<file path="config.mk">
export PLATFORM = sky130hd
export DESIGN_NAME = fbc_ctrl
export DESIGN_NICKNAME = d
export VERILOG_FILES = /design/src/logic/fbc_sync.v /design/src/logic/fbc_ctrl.v
export VERILOG_INCLUDE_DIRS = /design/src /design/src/logic
export SDC_FILE = /design/constraint.sdc
export NUM_CORES = 1
export LEC_CHECK = 0
export BUFFER_PORTS_ARGS = -buffer_cell sky130_fd_sc_hd__buf_2
export CAP_MARGIN = 5
export CORE_MARGIN = 3
export CORE_UTILIZATION = 57
export DETAILED_ROUTE_END_ITERATION = 12
export PLACE_DENSITY = 0.82
export SLEW_MARGIN = 30
export SYNTH_ARGS = -nofsm -noshare
export SYNTH_HDL_FRONTEND = slang
export SYNTH_SLANG_ARGS = --single-unit
</file>
<file path="constraint.sdc">
create_clock -name clk -period 6.3 [get_ports clk]
set_clock_uncertainty 0.05 [all_clocks]
set_input_delay 0.945 -clock clk [delete_from_list [all_inputs] [get_ports clk]]
set_output_delay 0.945 -clock clk [all_outputs]
set_load 0.01 [all_outputs]
</file>
<file path="src/logic/fbc_defs.vh">
// Constants for the flash bus controller: register map, fields, timing.
// Assumes a 50 MHz system clock; included by bare name.
`ifndef FBC_DEFS_VH
`define FBC_DEFS_VH

// ----------------------------------------------------------------------
// Register offsets
// ----------------------------------------------------------------------
`define FBC_REG_CTRL 4'h0
`define FBC_REG_ADDR 4'h1
`define FBC_REG_WDATA 4'h2
`define FBC_REG_RDATA 4'h3
`define FBC_REG_STATUS 4'h4

// ----------------------------------------------------------------------
// Control register fields (writes to CTRL are commands)
// ----------------------------------------------------------------------
`define FBC_CTRL_READ 0
`define FBC_CTRL_WRITE 1
`define FBC_CTRL_RESET 2
`define FBC_CTRL_SELECT 3

// ----------------------------------------------------------------------
// Status register fields
// ----------------------------------------------------------------------
`define FBC_ST_BUSY 0
`define FBC_ST_READY 1
`define FBC_ST_DONE 2
`define FBC_ST_SELECT 3

// ----------------------------------------------------------------------
// Timing, in nanoseconds, and the clock period
// ----------------------------------------------------------------------
`define FBC_CLK_NS 20
`define FBC_SELECT_ACCESS_NS 120
`define FBC_GATE_ACCESS_NS 50
`define FBC_WRITE_PULSE_NS 50
`define FBC_RESET_PULSE_NS 500
`define FBC_RESET_RECOVERY_NS 50
`define FBC_RESET_SETTLE_NS 20000

`endif

</file>
<file path="src/logic/fbc_sync.v">
// Two-stage synchroniser for pin inputs, one per bit of a vector.
// Assumes one clock domain; the first stage feeds only the second.
`timescale 1ns/100ps

module fbc_sync #(
   parameter WIDTH = 1,
   parameter [WIDTH-1:0] INIT = {WIDTH{1'b0}}
) (
   input wire clk, // System clock.
   input wire sys_rst, // Asynchronous reset, active high.
   input wire ce, // Clock enable.
   input wire [WIDTH-1:0] din, // Asynchronous input.
   output reg [WIDTH-1:0] dout // Synchronised output.
);
   reg [WIDTH-1:0] stage1;

   always @(posedge clk or posedge sys_rst) begin
      if (sys_rst) begin
         stage1 <= INIT;
         dout <= INIT;
      end else if (ce) begin
         stage1 <= din;
         dout <= stage1;
      end
   end
endmodule // fbc_sync

</file>
<file path="src/logic/fbc_ctrl.v">
// Host-side controller driving a byte-wide parallel flash over its pins.
// Assumes a 50 MHz clock; software uses the simple strobe register port.
//
// Overview of operation
// RULE_01 - Read: select and gate low, strobe high
// RULE_02 - Write: strobe and select low, gate high
// RULE_03 - Command register has no address of its own
// RULE_04 - Device powers up in read-array mode
// RULE_05 - Read-array holds until a command is written
// RULE_06 - Identification sequence makes reads return codes
// RULE_07 - Erase targets sector, sectors or whole chip
// RULE_08 - Reads during program or erase return status
// RULE_09 - Standby tri-states data whatever the gate
// RULE_10 - Select and reset both high means standby
// RULE_11 - Wait full select access after standby
// RULE_12 - Reset low also means standby
// RULE_13 - Deselect does not abort embedded operation
// RULE_14 - Reset pulse aborts, tri-states, ignores cycles
// RULE_15 - Hardware reset returns to read-array mode
// RULE_16 - Host restarts operations that reset interrupted
// RULE_17 - Busy stays low until reset completes
// RULE_18 - Idle reset completes in shorter settle time
// RULE_19 - No read before reset recovery time elapses
// RULE_20 - Flash reset may follow system reset
// RULE_21 - Gate high means data lines high impedance
// RULE_22 - Sectors are 64 Kbytes, high address bits
// RULE_23 - Reset low overrides all other controls
`timescale 1ns/100ps
`include "fbc_defs.vh"

module fbc_ctrl #(
   parameter ADDR_W = 21,
   parameter SECTOR_BITS = 16,
   parameter RESET_SETTLE_NS = `FBC_RESET_SETTLE_NS
) (
   input wire clk, // System clock, 50 MHz.
   input wire sys_rst, // Asynchronous reset, active high.
   input wire ce, // Clock enable; low freezes all state.
   input wire [3:0] reg_addr, // Register address.
   input wire [31:0] reg_wdata, // Register write data.
   input wire reg_wr, // Register write strobe.
   input wire reg_rd, // Register read strobe.
   output reg [31:0] reg_rdata, // Read data, one cycle after strobe.
   output reg [ADDR_W-1:0] address_lines, // Flash address.
   input wire [7:0] data_lines_in, // Flash data, pin level.
   output reg [7:0] data_lines_out, // Flash data driven by host.
   output reg data_lines_oe, // High while host drives data.
   output reg select_n, // Flash device select, active low.
   output reg gate_n, // Flash output gate, active low.
   output reg strobe_n, // Flash write strobe, active low.
   output reg flash_reset_n, // Flash reset, active low.
   input wire busy_status_out // Flash ready (1) or busy (0).
);
   // -------------------------------------------------------------------
   // Timing counts
   // -------------------------------------------------------------------
   localparam integer SEL_CYC =
      (`FBC_SELECT_ACCESS_NS + `FBC_CLK_NS - 1) / `FBC_CLK_NS;
   localparam integer GATE_CYC =
      (`FBC_GATE_ACCESS_NS + `FBC_CLK_NS - 1) / `FBC_CLK_NS;
   localparam integer WP_CYC =
      (`FBC_WRITE_PULSE_NS + `FBC_CLK_NS - 1) / `FBC_CLK_NS;
   localparam integer RP_CYC =
      (`FBC_RESET_PULSE_NS + `FBC_CLK_NS - 1) / `FBC_CLK_NS;
   localparam integer RH_CYC =
      (`FBC_RESET_RECOVERY_NS + `FBC_CLK_NS - 1) / `FBC_CLK_NS;
   localparam integer SETTLE_CYC =
      (RESET_SETTLE_NS + `FBC_CLK_NS - 1) / `FBC_CLK_NS;
   localparam CNT_W = 16;

   // -------------------------------------------------------------------
   // States
   // -------------------------------------------------------------------
   localparam [2:0] ST_IDLE = 3'h0;
   localparam [2:0] ST_READ = 3'h1;
   localparam [2:0] ST_WRITE = 3'h2;
   localparam [2:0] ST_WHOLD = 3'h3;
   localparam [2:0] ST_RPULSE = 3'h4;
   localparam [2:0] ST_RSETTLE = 3'h5;
   localparam [2:0] ST_RRECOV = 3'h6;

   reg [2:0] state;
   reg [CNT_W-1:0] cnt;
   reg [7:0] wdata;
   reg [7:0] rdata;
   reg keep_select;
   reg selected;
   reg done;
   reg ready;
   wire [7:0] data_sync;
   wire busy_sync;

   // -------------------------------------------------------------------
   // Pin input synchronisers
   // -------------------------------------------------------------------
   fbc_sync #(.WIDTH(9), .INIT(9'h100)) u_sync (
      .clk(clk),
      .sys_rst(sys_rst),
      .ce(ce),
      .din({busy_status_out, data_lines_in}),
      .dout({busy_sync, data_sync})
   );

   wire idle = (state == ST_IDLE);
   wire cmd_wr = reg_wr && (reg_addr == `FBC_REG_CTRL);
   wire go_read = cmd_wr && reg_wdata[`FBC_CTRL_READ] && idle && ready;
   wire go_write = cmd_wr && reg_wdata[`FBC_CTRL_WRITE] && idle && ready &&
      !reg_wdata[`FBC_CTRL_READ];
   wire go_reset = cmd_wr && reg_wdata[`FBC_CTRL_RESET];
   // Read wait covers select access unless already selected.
   wire [CNT_W-1:0] read_wait = selected ? GATE_CYC[CNT_W-1:0] + 2'd2 :
      SEL_CYC[CNT_W-1:0] + 2'd2; // RULE_11

   // -------------------------------------------------------------------
   // Sequencer
   // -------------------------------------------------------------------
   always @(posedge clk or posedge sys_rst) begin
      if (sys_rst) begin
         state <= ST_RPULSE;
         cnt <= {CNT_W{1'b0}};
         address_lines <= {ADDR_W{1'b0}};
         wdata <= 8'h00;
         rdata <= 8'h00;
         data_lines_out <= 8'h00;
         data_lines_oe <= 1'b0;
         select_n <= 1'b1;
         gate_n <= 1'b1;
         strobe_n <= 1'b1;
         flash_reset_n <= 1'b0; // RULE_20
         keep_select <= 1'b0;
         selected <= 1'b0;
         done <= 1'b0;
         ready <= 1'b0;
      end else if (ce) begin
         if (reg_wr && reg_addr == `FBC_REG_ADDR)
            address_lines <= reg_wdata[ADDR_W-1:0];
         if (reg_wr && reg_addr == `FBC_REG_WDATA)
            wdata <= reg_wdata[7:0];
         if (cmd_wr)
            keep_select <= reg_wdata[`FBC_CTRL_SELECT];
         if (reg_rd && reg_addr == `FBC_REG_STATUS)
            done <= 1'b0;
         if (go_reset) begin
            // Reset has priority over any cycle in progress.
            state <= ST_RPULSE; // RULE_23
            cnt <= {CNT_W{1'b0}};
            flash_reset_n <= 1'b0; // RULE_14
            select_n <= 1'b1; // RULE_12
            gate_n <= 1'b1;
            strobe_n <= 1'b1;
            data_lines_oe <= 1'b0;
            selected <= 1'b0;
            ready <= 1'b0;
         end else begin
            case (state)
               ST_IDLE: begin
                  if (go_read) begin
                     state <= ST_READ;
                     cnt <= read_wait;
                     select_n <= 1'b0; // RULE_01
                     gate_n <= 1'b0;
                     strobe_n <= 1'b1;
                     data_lines_oe <= 1'b0;
                     selected <= 1'b1;
                  end else if (go_write) begin
                     state <= ST_WRITE;
                     cnt <= WP_CYC[CNT_W-1:0];
                     select_n <= 1'b0; // RULE_02
                     gate_n <= 1'b1; // RULE_21
                     strobe_n <= 1'b0;
                     data_lines_out <= wdata;
                     data_lines_oe <= 1'b1;
                     selected <= 1'b1;
                  end else if (!keep_select) begin
                     select_n <= 1'b1; // RULE_10
                     selected <= 1'b0;
                  end
               end
               ST_READ: begin
                  if (cnt == {CNT_W{1'b0}}) begin
                     // Data, array or status byte, passes the synchroniser.
                     rdata <= data_sync; // RULE_08
                     gate_n <= 1'b1;
                     done <= 1'b1;
                     state <= ST_IDLE;
                  end else begin
                     cnt <= cnt - 1'b1;
                  end
               end
               ST_WRITE: begin
                  if (cnt <= 1) begin
                     strobe_n <= 1'b1;
                     state <= ST_WHOLD;
                  end else begin
                     cnt <= cnt - 1'b1;
                  end
               end
               ST_WHOLD: begin
                  // Data held one cycle past the strobe's rising edge.
                  data_lines_oe <= 1'b0;
                  done <= 1'b1;
                  state <= ST_IDLE;
               end
               ST_RPULSE: begin
                  if (cnt >= RP_CYC[CNT_W-1:0] - 1'b1) begin
                     flash_reset_n <= 1'b1;
                     cnt <= {CNT_W{1'b0}};
                     state <= ST_RSETTLE;
                  end else begin
                     cnt <= cnt + 1'b1;
                  end
               end
               ST_RSETTLE: begin
                  // Busy low means an aborted embedded operation settles.
                  if (busy_sync && cnt >= RH_CYC[CNT_W-1:0]) begin
                     state <= ST_RRECOV; // RULE_17
                     cnt <= {CNT_W{1'b0}};
                  end else if (cnt >= SETTLE_CYC[CNT_W-1:0]) begin
                     state <= ST_RRECOV; // RULE_18
                     cnt <= {CNT_W{1'b0}};
                  end else begin
                     cnt <= cnt + 1'b1;
                  end
               end
               ST_RRECOV: begin
                  if (cnt >= RH_CYC[CNT_W-1:0]) begin
                     ready <= 1'b1; // RULE_19
                     done <= 1'b1; // RULE_16
                     state <= ST_IDLE;
                  end else begin
                     cnt <= cnt + 1'b1;
                  end
               end
               default: begin
                  state <= ST_IDLE;
               end
            endcase
         end
      end
   end

   // -------------------------------------------------------------------
   // Register read port
   // -------------------------------------------------------------------
   always @(posedge clk or posedge sys_rst) begin
      if (sys_rst) begin
         reg_rdata <= 32'h00000000;
      end else if (ce) begin
         reg_rdata <= 32'h00000000;
         if (reg_rd) begin
            case (reg_addr)
               `FBC_REG_CTRL:
                  reg_rdata[`FBC_CTRL_SELECT] <= keep_select;
               `FBC_REG_ADDR:
                  reg_rdata[ADDR_W-1:0] <= address_lines;
               `FBC_REG_WDATA:
                  reg_rdata[7:0] <= wdata;
               `FBC_REG_RDATA:
                  reg_rdata[7:0] <= rdata;
               `FBC_REG_STATUS: begin
                  reg_rdata[`FBC_ST_BUSY] <= !idle;
                  reg_rdata[`FBC_ST_READY] <= ready && busy_sync;
                  reg_rdata[`FBC_ST_DONE] <= done;
                  reg_rdata[`FBC_ST_SELECT] <= selected;
               end
               default:
                  reg_rdata <= 32'h00000000;
            endcase
         end
      end
   end
endmodule // fbc_ctrl

</file>
==> results of run 1 <==
==> state kept, by name, summed over array words and instances, names as in the netlist, 3 cells and up <==
| name | count |
|---|---|
| data_lines_out | 8 |
| address_lines | 21 |
| reg_rdata | 21 |
| wdata | 8 |
| u_sync.stage1 | 9 |
| state | 3 |
| u_sync.dout | 9 |
| cnt | 16 |
| rdata | 8 |
==> area by class of cell <==
class                      instances  area [sq um]  area share (%)
sequential                       112          2810            43.7
multi-input combinational        358          2690            41.8
timing repair buffer              97           499            7.77
tap                              129           161            2.51
clock buffer                      12           155            2.41
clock inverter                     4          58.8           0.915
inverter                          15          58.8           0.915
==> worst min-delay path by stage <==
stage                             start             to  slack, ns  cells past startpoint
after floorplan                    done           done       0.40                      2
after global placement         select_n       select_n       0.41                      2
after detailed placement       select_n       select_n       0.43                      2
after CTS                      select_n       select_n       0.44                      2
after global routing      flash_reset_n  flash_reset_n       0.47                      1
final                          select_n       select_n       0.45                      2
==> stage by stage <==
step / utilization, % / cells
floorplan: - / 524
global placement: 65.3 / 711
detailed placement: 65.4 / 711
CTS: 67.6 / 727
global route: 67.6 / 727
finish: 67.6 / 727
==> per-layer routing <==
layer	track usage [%]	part of all wire, %	vias up
li1	-	-	2051
met1	34.1	40	2308
met2	43.6	50	213
met3	6.86	8.1	25
met4	8.60	1.6	0
met5	0	0	-
==> power groups by stage <==
stage	combinational (mW)	sequential, mW	clock (mW)
2_1_floorplan	0.716	0.978	0
5_1_grt	0.994	1.05	0.507
4_1_cts	0.899	1.02	0.474
6_report	0.915	1.03	0.465
3_3_place_gp	0.850	1.02	0
3_5_place_dp	0.892	1.03	0
==> synthesized netlist by cell type, types with 8 or more instances <==
cell,instances
clkbuf_1,16
nor2_1,25
nand3_1,13
o21ai_0,25
a22o_1,16
a22oi_1,8
buf_4,15
dfrtp_1,106
nand2_1,29
a21oi_1,23
inv_1,15
nor3_1,8
mux2_2,68
==> logic make-up after synthesis <==
kind of cell	count (synthesis)	share of synthesized area, %
AOI/OAI and AO/OA	132	16.9
xor gates and xnor gates	8	1.22
adders and majority gates	4	0.874
buffers and inverters	54	5.00
DFF	112	49.0
muxes	71	14.1
other	1	0.0655
and+or+nand+nor	132	12.8
==> worst max-delay path, stage by stage <==
cell     delay (ns)
buf_2          0.20
nor4b_2        0.52
and3_1         0.55
nand2_1        0.28
o41a_1         0.37
a31o_2         0.29
a32o_1         0.20
==> run summary, run 1 <==
clock latency on the worst-skew pair - 0.38 ns
CTS Hold Bufs - 0
post-detailed-route count of antenna-violating nets - 0
RePlAce Congestion - 0.878
Hold Vio Cnt, Final - 0
leading post-synthesis cells by cell area - dfrtp_1 46%, mux2_2 13%, dfstp_2 2.8%, a22o_1 2.4%, o21ai_0 2.2%
total power draw - 2.41 mW
Int Pwr - 1.45 mW
most common cell after layout, fill and taps aside - dfrtp_1
PwrDens - 374 mW/mm^2
Fin Hold WS - 0.447 ns
Vias/cell - 6.32
Hold Path Class - flop to flop
leading cell types in the layout, fill and taps excluded - 106 x dfrtp_1, 93 x buf_2, 68 x mux2_2
Synthesis Warnings - 0
Worst Reg-to-Reg Cells - 6
CTS max path bufs - 2
CP Capture Type - flop
CTS tree - yes
fraction of layout instances using a drive strength above 1 - 34.3%
die height - 106 um
GRT Residual Overflow - 0
Critical Path RT - 6.54 ns
fin area - 0.00643 sq mm
post-synthesis register bit count - 112
Core Region - 0.00950 sq mm
Max Slew Vio Count - 0
Rows - 35
First-pass DRT Iterations - 6
Avg Inst Size Synth - 11.1 sq um
Arrival @ worst endpoint - 3.37 ns
RSZ-0062 raised after global routing - false
initial antenna violation count - 0
Num CTS Buffers - 9
pin count of the biggest net entering global routing - 72
Setup crit end - cnt[8]
ys flop type - dfrtp_1
Post-Route WL - 14,300 um
peak supply drop - 206 uV
EDFF count, synth - 0
die area - 0.0113 sq mm
Remaining DRCs - 0
Switching Share - 39.8%
ANT cells - 0
Clock Sinks - 112
Final nets - 647
clock share of power - 19.3%
Worst Setup Start Kind - primary input
CP startpoint - reg_addr[1]
P&R area growth vs syn - 12.2%
final worst slack - 3.17 ns
DR WL/cell - 19.6 um
worst-path fanout max - 15
count of cell types in the netlist - 70
Static Leak - 3.01 nW
Post-Place Setup Slack - 2.83 ns
Synth async-reset ratio - 100%
outcome - complete, no violations
placed inst area - 0.00621 sq mm
# setup viols final - 0
CTS root buf - clkbuf_8
R2R Path Start - cnt[6]
CTS clk-pin slew, worst paths - 0.11 ns
sequential power share - 42.6%
post-synthesis cell count - 514
CP Class - primary input to flop
initial DRC count - 365
Port Buf Inserts - 93
Yosys top cell by area - dfrtp_1
setup TNS - 0 ns
I/O pins - 116
Post-DP HPWL - 10,200 um
minimum clock period - 3.13 ns
period utilization - 49.7%
Post-CTS Setup Inserts - 0
H-tree levels - 3
Slew Limit Headroom - 51.5%
max-cap check violation count - 0
vias in the first global route - 4,724
sequential fraction of the synthesis area - 49.1%
R2R Path End - cnt[8]
share of the synthesized area in the top cell type - 46.3%
Vias - 4,597
Die W - 106 um
post-CTS sizing - 0
Switch Pwr - 958 uW
Filler cells - 744
Comb pwr share - 38.0%
synthesized cell area - 0.00573 sq mm
r2r setup slk - 3.52 ns
first-pass GRT wire length - 23,800 um
Initial Util - 60.3%
Total Routing Usage GR - 26.4%
FMAX - 319 MHz
slew at the pin closest to its max-slew limit - 0.723 ns
Power figures use the tool's default switching activity.
==> inputs of run 2 (changes only) <==
Settings changed: CORE_UTILIZATION 57 to 50, PLACE_DENSITY 0.82 to 0.77.
Clock period 6.3 ns to 2.8 ns, I/O delays scaled along.
==> run 2 against run 1 <==
Register-to-register slack lost 3.3 ns; via count grew 0.98%; die area grew 13%; critical path depth shrank 1.
==> run summary, run 2 (synthesis results as in run 1) <==
outcome - complete, no violations
WL met3 - 1040 um (-9.9%)
CP Capture Type - flop
total power draw - 5.84 mW (+140%)
RSZ-0062 raised after global routing - false
r2r setup slk - 0.19 ns (-3.33 ns)
Core Region - 0.0110 sq mm (+16%)
Hold Path Class - primary input to asynchronous set/reset pin
Post-DP HPWL - 10,500 um (+2.9%)
fin area - 0.00676 sq mm (+5.1%)
Post-Route WL - 14,600 um (+2.2%)
Die W - 113 um (+6.4%)
Int Pwr - 3.64 mW (+150%)
R2R Path End - cnt[8]
CP Class - flop to flop
die area - 0.0128 sq mm (+13%)
Num CTS Buffers - 9 (unchanged)
top sig layer - met4
Comb pwr share - 40.0% (+2.0 points)
First-pass DRT Iterations - 5 (-1)
Static Leak - 3.20 nW (+6.2%)
placed inst area - 0.00645 sq mm (+3.9%)
Vias - 4,642 (+0.98%)
max-cap check violation count - 0 (unchanged)
CTS clk-pin slew, worst paths - 0.07 ns (-0.04 ns)
initial DRC count - 337 (-7.7%)
Max Slew Vio Count - 0 (unchanged)
die height - 113 um (+6.4%)
minimum clock period - 2.61 ns
# setup viols final - 0 (unchanged)
period utilization - 93.4%
PwrDens - 864 mW/mm^2 (+130%)
Switch Pwr - 2.19 mW (+130%)
FMAX - 383 MHz
setup TNS - 0 ns (unchanged)
met2 wire len - 7390 um (+3.3%)
initial antenna violation count - 0 (unchanged)
Vias/cell - 6.06 (-4.2%)
Rows - 38 (+8.6%)
Remaining DRCs - 0 (unchanged)
DR WL/cell - 19.0 um (-3.0%)
Hold Vio Cnt, Final - 0 (unchanged)
Port Buf Inserts - 93 (unchanged)
Clock Sinks - 112 (unchanged)
Critical Path RT - 2.99 ns (-3.55 ns)
Arrival @ worst endpoint - 2.80 ns (-0.57 ns)
DRT met1 WL - 5920 um (+3.2%)
Slew Limit Headroom - 53.3% (+1.8 points)
Final nets - 675 (+4.3%)
vias in the first global route - 4,829 (+2.2%)
Switching Share - 37.6% (-2.2 points)
Post-Place Setup Slack - 0.117 ns (-2.71 ns)
CTS root buf - clkbuf_16
fin cells - 766 (+5.4%)
Filler cells - 901 (+21%)
Reg area - 0.00281 sq mm (unchanged)
post-detailed-route count of antenna-violating nets - 0 (unchanged)
I/O pins - 116 (unchanged)
sequential power share - 37.9% (-4.7 points)
RePlAce Congestion - 0.960 (+9.4%)
fraction of layout instances using a drive strength above 1 - 37.4% (+3.1 points)
final worst slack - 0.186 ns (-2.98 ns)
Setup crit end - cnt[8]
clock share of power - 22.1% (+2.8 points)
leading cell types in the layout, fill and taps excluded - 106 x dfrtp_1, 93 x buf_2, 68 x mux2_2
Placed Cells - 750 (+5.5%)
Worst Reg-to-Reg Cells - 6 (unchanged)
Worst Setup Start Kind - flop
largest registers - address_lines x21, reg_rdata x21, cnt x16
H-tree levels - 3 (unchanged)
Multi-input gate area - 0.00268 sq mm (-0.14%)
peak supply drop - 654 uV (+220%)
most common cell after layout, fill and taps aside - dfrtp_1
GRT Residual Overflow - 0 (unchanged)
CTS tree - yes
Initial Util - 51.9% (-8.4 points)
first-pass GRT wire length - 24,100 um (+1.5%)
slew at the pin closest to its max-slew limit - 0.699 ns (-0.0237 ns)
ANT cells - 0 (unchanged)
worst-path fanout max - 11 (-4)
Total Routing Usage GR - 23.6% (-2.9 points)
P&R area growth vs syn - 18.0%
R2R Path Start - cnt[8]
CP startpoint - cnt[8]
CTS max path bufs - 2 (unchanged)
pin count of the biggest net entering global routing - 49 (-32%)
clock latency on the worst-skew pair - 0.35 ns (-0.03 ns)
[run 2: cell count changes in the layout (fill, tap and decap cells not counted), moves of 2 or more]
cell	before	now
clkbuf_8	11	3
clkbuf_16	0	9
buf_4	3	30
buf_12	0	2
[run 2: per-layer routing]
| layer | up-vias | track usage (%) |
|---|---|---|
| met5 | - | 0 |
| met2 | 201 | 40.2 |
| met3 | 25 | 5.88 |
| met4 | 0 | 6.49 |
| li1 | 2112 | - |
| met1 | 2304 | 29.9 |
[run 2: cell type report]
cell class / instances / share of cell area, %
sequential: 112 / 41.6
multi-input combinational: 358 / 39.7
timing repair buffer: 125 / 10.8
clock buffer: 13 / 4.00
tap: 140 / 2.59
inverter: 15 / 0.889
clock inverter: 3 / 0.463
[run 2: power groups by stage]
stage	clock network, mW	logic, mW	registers (mW)
after floorplan	0	1.61	2.20
final	1.29	2.33	2.21
after global placement	0	2.23	2.21
after CTS	1.33	2.31	2.21
after global routing	1.39	2.56	2.26
after detailed placement	0	2.30	2.23
[run 2: timing repair]
| action | in CTS | in global routing |
|---|---|---|
| resized for setup | 0 | 1 |
| hold buffers | 0 | 0 |
| setup buffers | 0 | 0 |
| setup endpoints to repair | 0 | 2 |
[run 2: worst min-delay path by stage]
stage,to
6_report,address_lines[11]
5_1_grt,address_lines[17]
4_1_cts,address_lines[11]
3_5_place_dp,select_n
3_3_place_gp,select_n
2_1_floorplan,done
[run 2: worst max-delay path: stages, from the launching register on]
cell and delay, ns:
dfrtp_1 0.38, or4_4 0.59, nor4_4 0.29, a21oi_2 0.17
o41a_1 0.52, a31o_2 0.29, a32o_1 0.20
[run 2: per-stage QoR]
step / util, % / hold WS (ns)
after floorplan: - / 0.403
after global placement: 58.5 / 0.410
after detailed placement: 58.5 / 0.410
after CTS: 61.2 / 0.130
after global routing: 61.3 / 0.156
final: 61.3 / 0.120
==> inputs of run 3 (changes only) <==
Settings changed: CORE_UTILIZATION 50 to 52, CTS_BUF_LIST from default to sky130_fd_sc_hd__clkbuf_8, PLACE_DENSITY 0.77 to 0.79.
==> run 3 against run 2 <==
Register-to-register slack worse by 0.10 ns; highest routed layer unchanged; total power is 7.4% lower; critical path type unchanged; flip-flop and latch count unchanged; first-iteration DRC count up 4.5%; sequential power is 3% higher; global-route usage down 0.46 points; final area down 2.4%; clock power fell by 30%; die area decreased by 3.6%; sequential share of layout area grew 1.0 points; maximum frequency decreased by 3.8%; combinational power decreased by 4%.
==> run summary, run 3 (synthesis results as in run 1) <==
outcome - complete, no violations
leading cell types in the layout, fill and taps excluded - 106 x dfrtp_1, 93 x buf_2, 68 x mux2_2
DR WL/cell - 18.7 um (-1.6%)
die height - 111 um (-1.8%)
I/O pins - 116 (unchanged)
minimum clock period - 2.72 ns (+0.103 ns)
Vias/cell - 6.08 (+0.25%)
placed inst area - 0.00640 sq mm (-0.74%)
Die W - 111 um (-1.8%)
FMAX - 368 MHz (-3.8%)
CTS max path bufs - 2 (unchanged)
largest registers - address_lines x21, reg_rdata x21, cnt x16
CTS Hold Bufs - 0 (unchanged)
Vias - 4,605 (-0.80%)
H-tree levels - 3 (unchanged)
r2r setup slk - 0.08 ns (-0.10 ns)
R2R Path Start - cnt[8]
CP startpoint - cnt[8]
worst-path fanout max - 11 (unchanged)
fin cells - 758 (-1.0%)
RePlAce Congestion - 0.910 (-5.2%)
Hold Vio Cnt, Final - 0 (unchanged)
R2R Path End - cnt[8]
Num CTS Buffers - 9 (unchanged)
fin area - 0.00659 sq mm (-2.4%)
fraction of layout instances using a drive strength above 1 - 37.1% (-0.24 points)
die area - 0.0123 sq mm (-3.6%)
period utilization - 97.1% (+3.7 points)
CP Class - flop to flop
Rows - 37 (-2.6%)
pin count of the biggest net entering global routing - 84 (+71%)
initial DRC count - 352 (+4.5%)
Hold Path Class - primary input to asynchronous set/reset pin
Post-Route Utilization - 62.7% (+1.5 points)
# setup viols final - 0 (unchanged)
Filler cells - 849 (-5.8%)
first-pass GRT wire length - 23,100 um (-4.1%)
CTS clk-pin slew, worst paths - 0.10 ns (+0.03 ns)
RSZ-0062 raised after global routing - false
Critical Path RT - 3.03 ns (+0.04 ns)
CTS root buf - clkbuf_8
Slew Limit Headroom - 56.8% (+3.5 points)
Static Leak - 3.11 nW (-2.6%)
GRT Residual Overflow - 0 (unchanged)
clock latency on the worst-skew pair - 0.39 ns (+0.04 ns)
post-detailed-route count of antenna-violating nets - 0 (unchanged)
slew at the pin closest to its max-slew limit - 0.643 ns (-0.0561 ns)
P&R area growth vs syn - 15.1%
Post-Route WL - 14,200 um (-2.6%)
Fin Hold WS - 0.0938 ns (-0.0264 ns)
Clock Sinks - 112 (unchanged)
CP Capture Type - flop
Core Region - 0.0105 sq mm (-4.7%)
most common cell after layout, fill and taps aside - dfrtp_1
max-cap check violation count - 0 (unchanged)
Arrival @ worst endpoint - 2.94 ns (+0.14 ns)
initial antenna violation count - 0 (unchanged)
Final nets - 671 (-0.59%)
First-pass DRT Iterations - 5 (unchanged)
peak supply drop - 440 uV (-33%)
vias in the first global route - 4,611 (-4.5%)
Worst Reg-to-Reg Cells - 6 (unchanged)
PwrDens - 820 mW/mm^2 (-5.1%)
CTS tree - yes
Total Routing Usage GR - 23.1% (-0.46 points)
Initial Util - 54.5% (+2.6 points)
Placed Cells - 742 (-1.1%)
Remaining DRCs - 0 (unchanged)
Post-DP HPWL - 10,300 um (-1.1%)
setup TNS - 0 ns (unchanged)
Max Slew Vio Count - 0 (unchanged)
ANT cells - 0 (unchanged)
Worst Setup Start Kind - flop
Port Buf Inserts - 93 (unchanged)
run 3: area by class of cell:
cell class	instances	area (sq um)	area share, %
clock buffers	9	124	1.88
inverters	15	60.1	0.911
well taps	136	170	2.58
clock inverters	7	52.6	0.797
repair buffers	121	688	10.4
multi-input cells	358	2690	40.8
flip-flops and latches	112	2810	42.6
run 3: what timing repair did:
item,in CTS,in global routing
endpoints found under the hold margin,0,0
buffers inserted,0,0
endpoints found under the setup margin,0,5
gates resized for setup,0,2
run 3: power by group:
group / internal (mW) / total [mW] / switching [mW] / leakage [nW]
registers: 1.94 / 2.27 / 0.325 / 1.44
logic: 0.972 / 2.23 / 1.26 / 1.57
clock network: 0.334 / 0.906 / 0.572 / 0.0946
run 3: worst max-delay path by stage:
| stage | endpoint | slack [ns] | cells past startpoint |
|---|---|---|---|
| 6_report | cnt[8] | 0.08 | 6 |
| 3_3_place_gp | cnt[8] | 0.13 | 7 |
| 5_1_grt | cnt[4] | 0.05 | 7 |
| 2_1_floorplan | cnt[3] | 0.39 | 7 |
| 4_1_cts | cnt[8] | 0.07 | 6 |
| 3_5_place_dp | cnt[8] | 0.11 | 6 |
run 3: per-layer routing:
metal | wire [um] | vias up | global-route usage (%) | share of wire (%)
met5 | 0 | - | 0 | 0
met4 | 325 | 0 | 10.1 | 2.3
met3 | 995 | 29 | 4.80 | 7.0
met2 | 7060 | 173 | 37.8 | 50
met1 | 5820 | 2300 | 29.7 | 41
li1 | - | 2103 | - | -
run 3: through the flow:
stage,setup WS [ns],power [mW]
final,0.0826,5.40
after CTS,0.0702,5.40
after global routing,0.0467,5.76
after global placement,0.131,4.40
after floorplan,0.393,3.81
after detailed placement,0.106,4.48
run 3: critical path, stage by stage (launching register included):
cell     delay, ns
dfrtp_1       0.46
or4_4         0.61
nor4_4        0.30
a21oi_2       0.18
o41a_2        0.54
a31o_2        0.26
a32o_1        0.20
